`config.mk`:
```
export PLATFORM = sky130hd
export DESIGN_NAME = clk_irq_cfg
export DESIGN_NICKNAME = d
export VERILOG_FILES = /design/src/core/clk_pkg.sv /design/src/core/clk_irq_cfg.sv
export SDC_FILE = /design/constraint.sdc
export NUM_CORES = 1
export LEC_CHECK = 0
export ABC_AREA = 1
export BUFFER_PORTS_ARGS = -buffer_cell sky130_fd_sc_hd__buf_2
export CAP_MARGIN = 20
export CORE_MARGIN = 5
export CORE_UTILIZATION = 53
export CTS_BUF_LIST = sky130_fd_sc_hd__clkbuf_4 sky130_fd_sc_hd__clkbuf_8 sky130_fd_sc_hd__clkbuf_16
export DETAILED_ROUTE_END_ITERATION = 12
export PLACE_DENSITY_LB_ADDON = 0.3
export SYNTH_ARGS = -nofsm -noshare
export SYNTH_HDL_FRONTEND = slang
export SYNTH_SLANG_ARGS = --single-unit
export TNS_END_PERCENT = 30
```
`constraint.sdc`:
```
create_clock -name clk -period 2.7 [get_ports clk]
set_input_delay 0.135 -clock clk [delete_from_list [all_inputs] [get_ports clk]]
set_output_delay 0.135 -clock clk [all_outputs]
set_load 0.03 [all_outputs]
```
`src/core/clk_pkg.sv`:
```
// Package for the clock-loss and driver interrupt configuration block.
package clk_pkg;

    // Register word indices, printed offsets not multiples of four.
    localparam logic [8:0] IDX_DRV_CFG1 = 9'h1a5;
    localparam logic [8:0] IDX_DRV_CFG2 = 9'h1a6;
    localparam logic [8:0] IDX_PLL_CFG  = 9'h1a7;
    localparam logic [8:0] IDX_BKP_CLK  = 9'h1a8;
    localparam logic [8:0] IDX_STATUS   = 9'h1b0;

    // Reset values.
    localparam logic [15:0] RST_DRV_CFG1 = 16'h0000;
    localparam logic [15:0] RST_DRV_CFG2 = 16'h8000;
    localparam logic [15:0] RST_PLL_CFG  = 16'h0001;
    localparam logic [15:0] RST_BKP_CLK  = 16'h0000;

    // Field positions in the first driver configuration word.
    localparam int B1_HOST_RT  = 0;
    localparam int B1_CORE_RT  = 1;
    localparam int B1_IRET_SEL = 7;
    localparam int B1_BOOST_IE = 10;
    // Second driver configuration word.
    localparam int B2_BOOST_DO = 0;
    localparam int B2_BOOST_DV = 1;
    localparam int B2_EXT_SUP  = 15;
    // PLL word.
    localparam int BP_FACTOR   = 0;
    localparam int BP_SPREAD_D = 1;
    // Backup clock supervision word.
    localparam int BB_REF_MISS = 0;
    localparam int BB_RETURN   = 1;
    localparam int BB_HOST_IE  = 2;
    localparam int BB_CORE_IE  = 3;
    localparam int BB_CLK_DO   = 14;

    // PLL multiplication factors and boost divider ratios.
    localparam logic [4:0] PLL_MULT_LO  = 5'd12;
    localparam logic [4:0] PLL_MULT_HI  = 5'd24;
    localparam logic [5:0] BOOST_DIV_LO = 6'd32;
    localparam logic [5:0] BOOST_DIV_HI = 6'd4;

    // Register and sideband state carried as one packed struct.
    typedef struct packed {
        logic [15:0] cfg1;
        logic [15:0] cfg2;
        logic [15:0] pll;
        logic [15:0] bkp;
        logic        strap;
        logic        strapDone;
        logic        rstPrev;
        logic        retPrev;
        logic        missPrev;
        logic        drvOffPrev;
        logic        boostUv;
        logic        hostClkIrq;
        logic [2:0]  hState;
        logic        hWrite;
        logic [8:0]  hIdx;
        logic [31:0] hRdata;
    } clk_state_s;

    typedef enum logic [2:0] {
        H_IDLE = 3'b001,
        H_WR   = 3'b010,
        H_RD   = 3'b100
    } clk_hstate_e;

endpackage

```
`src/core/clk_irq_cfg.sv`:
```
// Clock-loss supervision, boost UV routing and driver interrupt config.
`timescale 1ns/1ps
// Functional notes
// - Boost UV flag needs drive-off; core/host irqs need enables and routes.
// - Boost irq enable admits boost UV as a local driver interrupt.
// - Return requests go to all cores, never for clock-loss causes.
// - Select 0: return request when drivers are re-enabled.
// - Select 1: return request when driver status is cleared.
// - Boost drive-off enabled: boost undervoltage disables all drivers.
// - Boost divider select: divide by 32 at 0, by 4 at 1.
// - External supply bit 0 keeps regulator on, 1 turns it off.
// - During bootstrap init use inverted latched strap instead.
// - Strap caught at power-on or pin reset release, not SPI reset.
// - PLL factor 12 when cleared, 24 when set.
// - Spread applied when spread-disable is 0, none when 1.
// - PLL factor change applied on a clock monitor cycle tick.
// - PLL register resets on power-on, pin and SPI reset.
// - Reference-missing bit latches whenever reference is absent.
// - Return request bit cleared once PLL back on external reference.
// - Return request without clock loss clears at once, no action.
// - Reference-missing clears only after a completed return.
// - Host clock irq held until supervision register read.
// - Six per-core enables gate the clock-missing interrupt.
// - Clock-fail drive-off withholds drivers while clock missing.
// - Clock irq fires on each switch to internal and each return try.
// - Host clock irq retriggered throughout the clock-missing condition; core irqs only at its onset, on switches to internal and on return tries.
module clk_irq_cfg
    import clk_pkg::*;
(
    input  wire logic        clk,
    input  wire logic        reset,
    input  wire logic        powerOnReset_n,
    input  wire logic        externalReset_n,
    input  wire logic        debugPinIn,
    input  wire logic        boostUvDetect,
    input  wire logic        refClockAbsent,
    input  wire logic        sysClockMissing,
    input  wire logic        switchedToInternal,
    input  wire logic        switchedToExternal,
    input  wire logic        clockMonitorTick,
    input  wire logic        bootstrapInit,
    input  wire logic        driversReenabled,
    input  wire logic        driverStatusCleared,
    input  wire logic        hsel,
    input  wire logic [31:0] haddr,
    input  wire logic [1:0]  htrans,
    input  wire logic        hwrite,
    input  wire logic [2:0]  hsize,
    input  wire logic [31:0] hwdata,
    input  wire logic        hready,
    output logic             hreadyout,
    output logic             hresp,
    output logic [31:0]      hrdata,
    output logic             driversDisable,
    output logic             hostIrq,
    output logic [5:0]       coreIrq,
    output logic [5:0]       coreIret,
    output logic             returnToExtRef,
    output logic             pllFactorHigh,
    output logic             pllSpreadOn,
    output logic             boostDivBy4,
    output logic             vccpExtEnable
);

    clk_state_s st_ff;
    clk_state_s nxt_st;
    logic       drvOff_ff;
    logic       hostIrq_ff;
    logic [5:0] coreIrq_ff;
    logic [5:0] coreIret_ff;
    logic       retOut_ff;
    logic       pllHi_ff;
    logic       spread_ff;
    logic       div4_ff;
    logic       ext_ff;
    logic       anyRst;
    logic       spiOnly;
    logic       addrOk;
    logic       boostSrc;
    logic       drvOffNow;
    logic       bkpRead;
    logic       retRise;

    // Word decode from a byte address; printed offsets are word indices.
    function automatic logic [15:0] read_word(input clk_state_s s,
                                              input logic [8:0] idx);
        logic [15:0] r;
        r = 16'h0000;
        unique case (idx)
            IDX_DRV_CFG1: r = s.cfg1 & 16'h1fff;
            IDX_DRV_CFG2: r = s.cfg2 & 16'h8007;
            IDX_PLL_CFG:  r = s.pll & 16'h0003;
            IDX_BKP_CLK:  r = s.bkp & 16'h41ff;
            IDX_STATUS:   r = {14'h0000, s.hostClkIrq, s.boostUv};
            default:      r = 16'h0000;
        endcase
        return r;
    endfunction

    ////////////////////////////////////////////////////////////////////////
    // Reset sources: pin resets clear everything, SPI reset (reset) spares
    // the strap.

    assign anyRst  = reset || !powerOnReset_n || !externalReset_n;
    assign spiOnly = reset && powerOnReset_n && externalReset_n;
    assign addrOk  = (haddr[1:0] == 2'b00) && (haddr[31:11] == 21'h0_0000);
    assign bkpRead = (st_ff.hState == H_RD) && (st_ff.hIdx == IDX_BKP_CLK);
    assign retRise = st_ff.bkp[BB_RETURN] && !st_ff.retPrev;

    // Boost UV as a driver interrupt source needs both enables.
    assign boostSrc = st_ff.cfg1[B1_BOOST_IE] && st_ff.cfg2[B2_BOOST_DO]
                      && boostUvDetect;
    assign drvOffNow = (st_ff.cfg2[B2_BOOST_DO] && boostUvDetect)
        || (st_ff.bkp[BB_CLK_DO] && sysClockMissing);

    ////////////////////////////////////////////////////////////////////////
    // Next-state logic: bus slave, registers, strap and event flags.

    always_comb begin
        nxt_st = st_ff;
        nxt_st.rstPrev    = anyRst;
        nxt_st.missPrev   = sysClockMissing;
        nxt_st.drvOffPrev = drvOffNow;
        nxt_st.retPrev    = st_ff.bkp[BB_RETURN];
        // Strap taken at the release of a pin reset only.
        if (st_ff.rstPrev && !anyRst && !st_ff.strapDone) begin
            nxt_st.strap     = debugPinIn;
            nxt_st.strapDone = 1'b1;
        end
        // Data phase of a prior write lands one cycle after address phase.
        nxt_st.hState = H_IDLE;
        if (st_ff.hState == H_WR) begin
            unique case (st_ff.hIdx)
                IDX_DRV_CFG1: nxt_st.cfg1 = hwdata[15:0] & 16'h1fff;
                IDX_DRV_CFG2: nxt_st.cfg2 = hwdata[15:0] & 16'h8007;
                IDX_PLL_CFG:  nxt_st.pll  = hwdata[15:0] & 16'h0003;
                IDX_BKP_CLK: begin
                    nxt_st.bkp[15:1] = hwdata[15:1] & 15'h20ff;
                end
                default: ;
            endcase
        end
        if (hsel && hready && htrans[1]) begin
            nxt_st.hState = hwrite ? H_WR : H_RD;
            nxt_st.hIdx   = addrOk ? haddr[10:2] : 9'h000;
            nxt_st.hRdata = addrOk ? {16'h0000,
                                      read_word(st_ff, haddr[10:2])}
                                   : 32'h0000_0000;
        end
        // Boost UV flag sets only with drive-off enabled; cleared by a
        // status read, but a new event in that cycle wins.
        if (st_ff.hState == H_RD && st_ff.hIdx == IDX_STATUS) begin
            nxt_st.boostUv = 1'b0;
        end
        if (st_ff.cfg2[B2_BOOST_DO] && boostUvDetect) begin
            nxt_st.boostUv = 1'b1;
        end
        // Host clock irq cleared by reading supervision register; set wins.
        if (bkpRead) begin
            nxt_st.hostClkIrq = 1'b0;
        end
        if (st_ff.bkp[BB_HOST_IE] && sysClockMissing) begin
            nxt_st.hostClkIrq = 1'b1;
        end
        // Return request: immediate clear without a loss, else on switch.
        if (retRise && !st_ff.bkp[BB_REF_MISS]) begin
            nxt_st.bkp[BB_RETURN] = 1'b0;
        end
        if (st_ff.bkp[BB_RETURN] && st_ff.bkp[BB_REF_MISS]
            && switchedToExternal) begin
            nxt_st.bkp[BB_RETURN]   = 1'b0;
            nxt_st.bkp[BB_REF_MISS] = 1'b0;
        end
        if (refClockAbsent) begin
            nxt_st.bkp[BB_REF_MISS] = 1'b1;
        end
        if (anyRst) begin
            nxt_st.cfg1       = RST_DRV_CFG1;
            nxt_st.cfg2       = RST_DRV_CFG2;
            nxt_st.pll        = RST_PLL_CFG;
            nxt_st.bkp        = RST_BKP_CLK;
            nxt_st.boostUv    = 1'b0;
            nxt_st.hostClkIrq = 1'b0;
            nxt_st.hState     = H_IDLE;
            nxt_st.hIdx       = 9'h000;
            nxt_st.hRdata     = 32'h0000_0000;
            if (!spiOnly) begin
                nxt_st.strapDone = 1'b0;
            end
        end
    end

    ////////////////////////////////////////////////////////////////////////
    // State register. Reset values come from the next-state logic, so the
    // reset edge detector sees the release and the strap is caught; only a
    // pin reset re-arms it, so an SPI reset keeps the caught level.

    always_ff @(posedge clk) begin
        st_ff <= nxt_st;
    end

    ////////////////////////////////////////////////////////////////////////
    // Output flops. Everything runs on one clock here; the backup
    // oscillator is expected to feed clk while the system clock is lost.

    always_ff @(posedge clk) begin
        if (anyRst) begin
            drvOff_ff   <= 1'b0;
            hostIrq_ff  <= 1'b0;
            coreIrq_ff  <= 6'h00;
            coreIret_ff <= 6'h00;
            retOut_ff   <= 1'b0;
            pllHi_ff    <= RST_PLL_CFG[BP_FACTOR];
            spread_ff   <= 1'b1;
            div4_ff     <= 1'b0;
            ext_ff      <= 1'b0;
        end else begin
            drvOff_ff <= drvOffNow;
            // Host pin: boost source with route, or latched clock irq.
            hostIrq_ff <= (boostSrc && st_ff.cfg1[B1_HOST_RT])
                          || st_ff.hostClkIrq;
            // Core irqs: boost route, or clock-missing onsets, switches to internal and retries.
            // A switch-back attempt fires even once the clock is back, as
            // long as the loss is still latched.
            coreIrq_ff <= ({6{boostSrc}} & st_ff.cfg1[6:1])
                | ({6{(sysClockMissing && (switchedToInternal
                   || !st_ff.missPrev))
                   || (retRise && st_ff.bkp[BB_REF_MISS])}}
                   & st_ff.bkp[8:3]);
            // Return requests to all cores; never while clock is missing.
            coreIret_ff <= {6{!sysClockMissing &&
                ((!st_ff.cfg1[B1_IRET_SEL] && driversReenabled)
                 || (st_ff.cfg1[B1_IRET_SEL]
                     && driverStatusCleared))}};
            // A request with no clock loss is dropped without reaching
            // the clock manager.
            retOut_ff <= st_ff.bkp[BB_RETURN]
                         && st_ff.bkp[BB_REF_MISS];
            // PLL factor moves only on the monitor tick.
            if (clockMonitorTick) begin
                pllHi_ff <= st_ff.pll[BP_FACTOR];
            end
            spread_ff <= !st_ff.pll[BP_SPREAD_D];
            div4_ff   <= st_ff.cfg2[B2_BOOST_DV];
            ext_ff    <= bootstrapInit ? !st_ff.strap
                                       : st_ff.cfg2[B2_EXT_SUP];
        end
    end

    assign hreadyout      = 1'b1;
    assign hresp          = 1'b0;
    assign hrdata         = st_ff.hRdata;
    assign driversDisable = drvOff_ff;
    assign hostIrq        = hostIrq_ff;
    assign coreIrq        = coreIrq_ff;
    assign coreIret       = coreIret_ff;
    assign returnToExtRef = retOut_ff;
    assign pllFactorHigh  = pllHi_ff;
    assign pllSpreadOn    = spread_ff;
    assign boostDivBy4    = div4_ff;
    assign vccpExtEnable  = ext_ff;

    ////////////////////////////////////////////////////////////////////////
    // Assertions.

    property p_boost_flag;
        @(posedge clk) disable iff (anyRst)
        (!st_ff.cfg2[B2_BOOST_DO]) |=> !$rose(st_ff.boostUv);
    endproperty
    a_boost_flag: assert property (p_boost_flag)
        else $error("Boost flag set without drive-off enable.");

    property p_boost_core;
        @(posedge clk) disable iff (anyRst)
        (boostSrc && st_ff.cfg1[B1_CORE_RT]) |=> coreIrq[0];
    endproperty
    a_boost_core: assert property (p_boost_core)
        else $error("Boost UV not routed to core 0.");

    property p_no_iret_loss;
        @(posedge clk) disable iff (anyRst)
        sysClockMissing |=> (coreIret == 6'h00);
    endproperty
    a_no_iret_loss: assert property (p_no_iret_loss)
        else $error("Return request during clock loss.");

    property p_iret_sel0;
        @(posedge clk) disable iff (anyRst)
        (!st_ff.cfg1[B1_IRET_SEL] && driversReenabled && !sysClockMissing)
            |=> (coreIret == 6'h3f);
    endproperty
    a_iret_sel0: assert property (p_iret_sel0)
        else $error("Missing return request on re-enable.");

    property p_drv_off;
        @(posedge clk) disable iff (anyRst)
        (st_ff.cfg2[B2_BOOST_DO] && boostUvDetect) |=> driversDisable;
    endproperty
    a_drv_off: assert property (p_drv_off)
        else $error("Drivers not disabled on boost UV.");

    property p_clk_off;
        @(posedge clk) disable iff (anyRst)
        (st_ff.bkp[BB_CLK_DO] && sysClockMissing) |=> driversDisable;
    endproperty
    a_clk_off: assert property (p_clk_off)
        else $error("Drivers not disabled on clock loss.");

    property p_pll_tick;
        @(posedge clk) disable iff (anyRst)
        !clockMonitorTick |=> $stable(pllFactorHigh);
    endproperty
    a_pll_tick: assert property (p_pll_tick)
        else $error("PLL factor moved off the monitor tick.");

    property p_ref_latch;
        @(posedge clk) disable iff (anyRst)
        refClockAbsent |=> st_ff.bkp[BB_REF_MISS];
    endproperty
    a_ref_latch: assert property (p_ref_latch)
        else $error("Reference-missing bit did not latch.");

    property p_host_hold;
        @(posedge clk) disable iff (anyRst)
        (st_ff.hostClkIrq && !bkpRead) |=> st_ff.hostClkIrq ##1 hostIrq;
    endproperty
    a_host_hold: assert property (p_host_hold)
        else $error("Host clock irq dropped before read.");

    property p_iret_sel1;
        @(posedge clk) disable iff (anyRst)
        (st_ff.cfg1[B1_IRET_SEL] && driverStatusCleared && !sysClockMissing)
            |=> (coreIret == 6'h3f);
    endproperty
    a_iret_sel1: assert property (p_iret_sel1)
        else $error("Missing return request on status clear.");

    property p_ret_drop;
        @(posedge clk) disable iff (anyRst)
        (retRise && !st_ff.bkp[BB_REF_MISS]) |=> !st_ff.bkp[BB_RETURN];
    endproperty
    a_ret_drop: assert property (p_ret_drop)
        else $error("Return request kept without clock loss.");

    property p_ret_done;
        @(posedge clk) disable iff (anyRst)
        (st_ff.bkp[BB_RETURN] && st_ff.bkp[BB_REF_MISS] && switchedToExternal)
            |=> !st_ff.bkp[BB_RETURN];
    endproperty
    a_ret_done: assert property (p_ret_done)
        else $error("Return request not cleared after switch back.");

    property p_miss_hold;
        @(posedge clk) disable iff (anyRst)
        (st_ff.bkp[BB_REF_MISS]
            && !(st_ff.bkp[BB_RETURN] && switchedToExternal))
            |=> st_ff.bkp[BB_REF_MISS];
    endproperty
    a_miss_hold: assert property (p_miss_hold)
        else $error("Reference-missing cleared without a return.");

    property p_core_gate;
        @(posedge clk) disable iff (anyRst)
        (st_ff.cfg1[6:1] == 6'h00 && st_ff.bkp[8:3] == 6'h00)
            |=> (coreIrq == 6'h00);
    endproperty
    a_core_gate: assert property (p_core_gate)
        else $error("Core interrupt without a route enable.");

    property p_host_route;
        @(posedge clk) disable iff (anyRst)
        (!st_ff.cfg1[B1_HOST_RT] && !st_ff.hostClkIrq) |=> !hostIrq;
    endproperty
    a_host_route: assert property (p_host_route)
        else $error("Host pin raised without a host route.");

    c_boost: cover property (@(posedge clk) boostSrc ##1 hostIrq);
    c_loss:  cover property (@(posedge clk) $rose(st_ff.bkp[BB_REF_MISS]));
    c_ret:   cover property (@(posedge clk) $fell(st_ff.bkp[BB_RETURN]));
    c_iret:  cover property (@(posedge clk) coreIret == 6'h3f);
    c_off:   cover property (@(posedge clk) $rose(driversDisable));

endmodule

```
**Word-level counts from Yosys, hierarchy flattened**

Cells that the tools add are included.

- Register bits: 94
- Bits in latches: 0
- Bits in writable memories: 0
- ROM bits: 0
- Input bits: 86
- Output and inout bits: 53
- Logic and storage cells: 108
- Memories: 0

- Add/sub/neg operators: 0
- Multipliers: 0
- Divide/modulo/power cells: 0
- Magnitude comparators: 0
- Eq/ne operators: 12
- Shifts and indexed selects: 0
- Muxes and demuxes: 14
- Bitwise operators: 4
- Reductions and logical operators: 53

Operators by type and width:

| cell | count |
|---|---|
| equality test 9 bit (second input constant) | 10 |
| one-hot mux 16 bit (5 select lines) | 1 |
| logical AND 1 bit | 24 |
| logical NOT 21 bit | 1 |
| 2-to-1 mux 16 bit | 1 |
| bitwise AND 6 bit | 2 |
| logical NOT 1 bit | 11 |
| 2-to-1 mux 1 bit | 10 |
| 2-to-1 mux 9 bit | 1 |
| AND reduction 2 bit | 4 |
| logical OR 1 bit | 7 |
| bitwise OR 6 bit | 1 |
| nonzero test 2 bit | 3 |
| equality test 3 x 2 -> 1 bit (second input constant) | 1 |
| equality test 3 bit (second input constant) | 1 |
| 2-to-1 mux 3 bit | 1 |
| OR reduction 3 bit | 1 |
| logical NOT 2 bit | 1 |
| OR reduction 2 bit | 1 |
| NOT 1 bit | 1 |

**Depth between registers and ports, before layout**

- Word-level depth: 9
- Depth in mapped cells: 9
- Gate-level depth less buffers: 9

**Worst setup path after synthesis**

OpenSTA, ideal clock, no wires.

- Kind: register to register
- Start point: reg st_ff[32] in the netlist's numbering
- End point: reg st_ff[67] in the netlist's numbering
- Setup time: 0.115 ns
- Data arrival time: 1.168 ns
- Data required time: 2.585 ns
- Slack: 1.417 ns
- Stages on the path, launching flop included: 9
- Path through: dfxtp_1 or2_1 nor2_2 nand3_2 nor2_4 inv_2 buf_6 o21ai_2 a21oi_2

- Word-level cells in the longest chain between the ends: 2

Ends and longest elaborated chain:

| what | RTL line | RTL |
|---|---|---|
| start: declaration | clk_irq_cfg.sv:65 | `clk_state_s st_ff;` |
| start signal: assignment | clk_irq_cfg.sv:199 | `st_ff <= nxt_st;` |
| equality test 9 bit | clk_irq_cfg.sv:133 | `unique case (st_ff.hIdx)` |
| AND reduction 2 bit (no line) | n/a |  |

No other way between the ends.
A chain may end at the register's enable or synchronous reset.

**Final worst setup path**

- Start point: reg st_ff[38] in the netlist's numbering
- End point: reg st_ff[101] in the netlist's numbering

Same word-level chain as after synthesis.

==> results.ini <==
[run_status]
status = complete, no violations

[setup_path]
worstPathArrival_ns = 2.04
path_max_fanout = 21
start_kind = register
crit_type = reg2reg
rrSetupSlack_ns = 0.93
end_kind = register
crit_required_ns = 2.98

[synthesis]
synthTopCellsByCount = 91 x nand2_1, 76 x dfxtp_1, 48 x inv_1
yosysSeqAreaShare_pct = 43.46
synth.cell_area_um2 = 3570
syn_inst = 470
ys_warn_count = 0
yosysUniqueCellTypes = 35
synth_top_cells_by_area = dfxtp_1 43%, nand2_1 9.6%, buf_4 8.4%
synth_flop_cell = dfxtp_1
synth-seq-cells = 77
synth_area_leader_cell = dfxtp_1
synth.most_common_cell = nand2_1
synth_area_per_cell_um2 = 7.595
async_flop_share_pct = 0
synth-edff-count = 1
yosysTopAreaCellShare_pct = 42.62

[global_routing]
grt_pass1_wl_um = 13260
grt_overflow_total = 0
grt_max_degree = 34
grt_usage_pct = 19.55
antenna_found_initial = 0
grt_pass1_vias = 2834

[clock_network]
clk_pin_slew_worst_paths_ns = 0.07
numCtsBuffers = 9
clock_latency_ns = 0.34
htreeDepth = 3
cts_tree = yes
ctsResizeCount = 0
cts-root-buf = clkbuf_8
cts_num_sinks = 77
clk_path_buf_depth = 2

[timing]
hold_viol_final = 0
period_needed_ns = 1.766
fin_worst_skew_ns = 0.006361
slew_viol_final = 0
fin_hold_ws_ns = 0.02349
fin_setup_tns_ns = 0
slew_headroom_pct = 40.15
setup_viol = 0
fmax_ghz = 0.5664
fin_crit_sh_pct = 65.40
rsz0062_at_grt = false
tightest_slew_ns = 0.8968

[die]
dieWidth_um = 92.07
start_util_pct = 53.43
ioPinCount = 139
fp.coreArea_um2 = 6681
dieArea_um2 = 8477
num_rows = 30
die_y_um = 92.07

[finish]
antenna_cells = 0
top_register = st_ff
drive_gt1_share_pct = 27.72
fin_cells = 632
nets = 636
area_delta_synth_final_pct = 14.30
n_fill_cell = 651
largest_register_ffs = 47

[route]
post-route-drc-count = 0
wl_per_cell_um = 12.79
first_pass_iters = 4
vias = 3086
viasPerCell = 4.883
antenna_left = 0
drt-initial-drc-count = 143
wirelength_um = 8081

[pwr]
total_power_w = 0.002040
cellLeakagePower_nw = 1.703
peakVddDrop_v = 0.0003020
power_density_nw_per_um2 = 500.1

[placement]
hpwl_um = 6221
routabilityCongestion = 0.8360
dp_cells = 615
portBuffers = 98

[flow_run]
cap_violations = 0

[worst_hold_path]
hp-class = in2reg

==> cell families (layout without fill, tap and decap cells) <==
logic type             Yosys count  after routing  synth area share (%)
AND/OR/NAND/NOR                192            192                 25.31
multiplexers                     2              2                0.5608
AO/OA/AOI/OAI                   92             92                 14.83
buffers and inverters          105            170                 15.63
other                            2             19                0.2104
flip-flops                      77             77                 43.46
==> repair_timing <==
item                      4_1_cts  5_1_grt
setup buffers                   0        0
hold endpoints to repair        4        0
hold buffers                    4        0
==> metrics by stage <==
stage / utilization, % / cell area, um2 / worst slack [ns]
final: 61.07 / 4080 / 0.9343
after detailed placement: 58.13 / 3884 / 0.9737
after global routing: 61.07 / 4080 / 0.6749
after global placement: 58.13 / 3884 / 1.012
after CTS: 61.07 / 4080 / 0.9167
after floorplan: - / 3633 / 1.417
==> critical path, cell delays in order (launching register included) <==
cell	delay [ns]
dfxtp_1	0.31
inv_1	0.05
nand3_1	0.11
nor2_2	0.17
nand3_2	0.13
inv_2	0.11
nand3_2	0.33
inv_1	0.32
nor2_1	0.07
nor2_1	0.10
==> final cells by class <==
class                           instances  area (um2)  area share (%)
Sequential cell                        77        1551           38.03
Multi-Input combinational cell        305        1526           37.41
Timing Repair Buffer                  104       545.5           13.37
Inverter                               53       200.2           4.906
Clock buffer                           11       145.1           3.557
Tap cell                               80       100.1           2.453
Clock inverter                          2       11.26          0.2760
==> layer usage <==
metal | track usage, % | vias to the layer above | share of wire, %
li1 | - | 1612 | -
met1 | 26.51 | 1373 | 46
met3 | 3.527 | 12 | 5.6
met5 | 0 | - | 0
met4 | 7.797 | 0 | 1.7
met2 | 30.78 | 89 | 47
==> power breakdown <==
group          total, W  internal, W  switching, W
sequential      0.00114      0.00114    0.00000209
clock          0.000731     0.000353      0.000378
combinational  0.000166    0.0000551      0.000111
==> worst paths after layout <==
check,from,end,depth (start not counted)
max,st_ff[38],st_ff[101],9
min reg2reg,nxt_st[49],st_ff[49],0
max reg2reg,st_ff[38],st_ff[101],9
min,clockMonitorTick,pllFactorHigh,3
==> placed cells by master, fill, tap and decap left out, types with 11 or more instances in the layout <==
cell | synthesis | final
buf_2 | 3 | 98
nand2_1 | 91 | 91
dfxtp_1 | 76 | 76
inv_1 | 48 | 48
nor2_1 | 43 | 42
a21oi_1 | 42 | 42
o21ai_0 | 24 | 24
nand3_1 | 23 | 23
conb_1 | 2 | 19
a21oi_2 | 11 | 11
(Power assumes the default switching activity.)
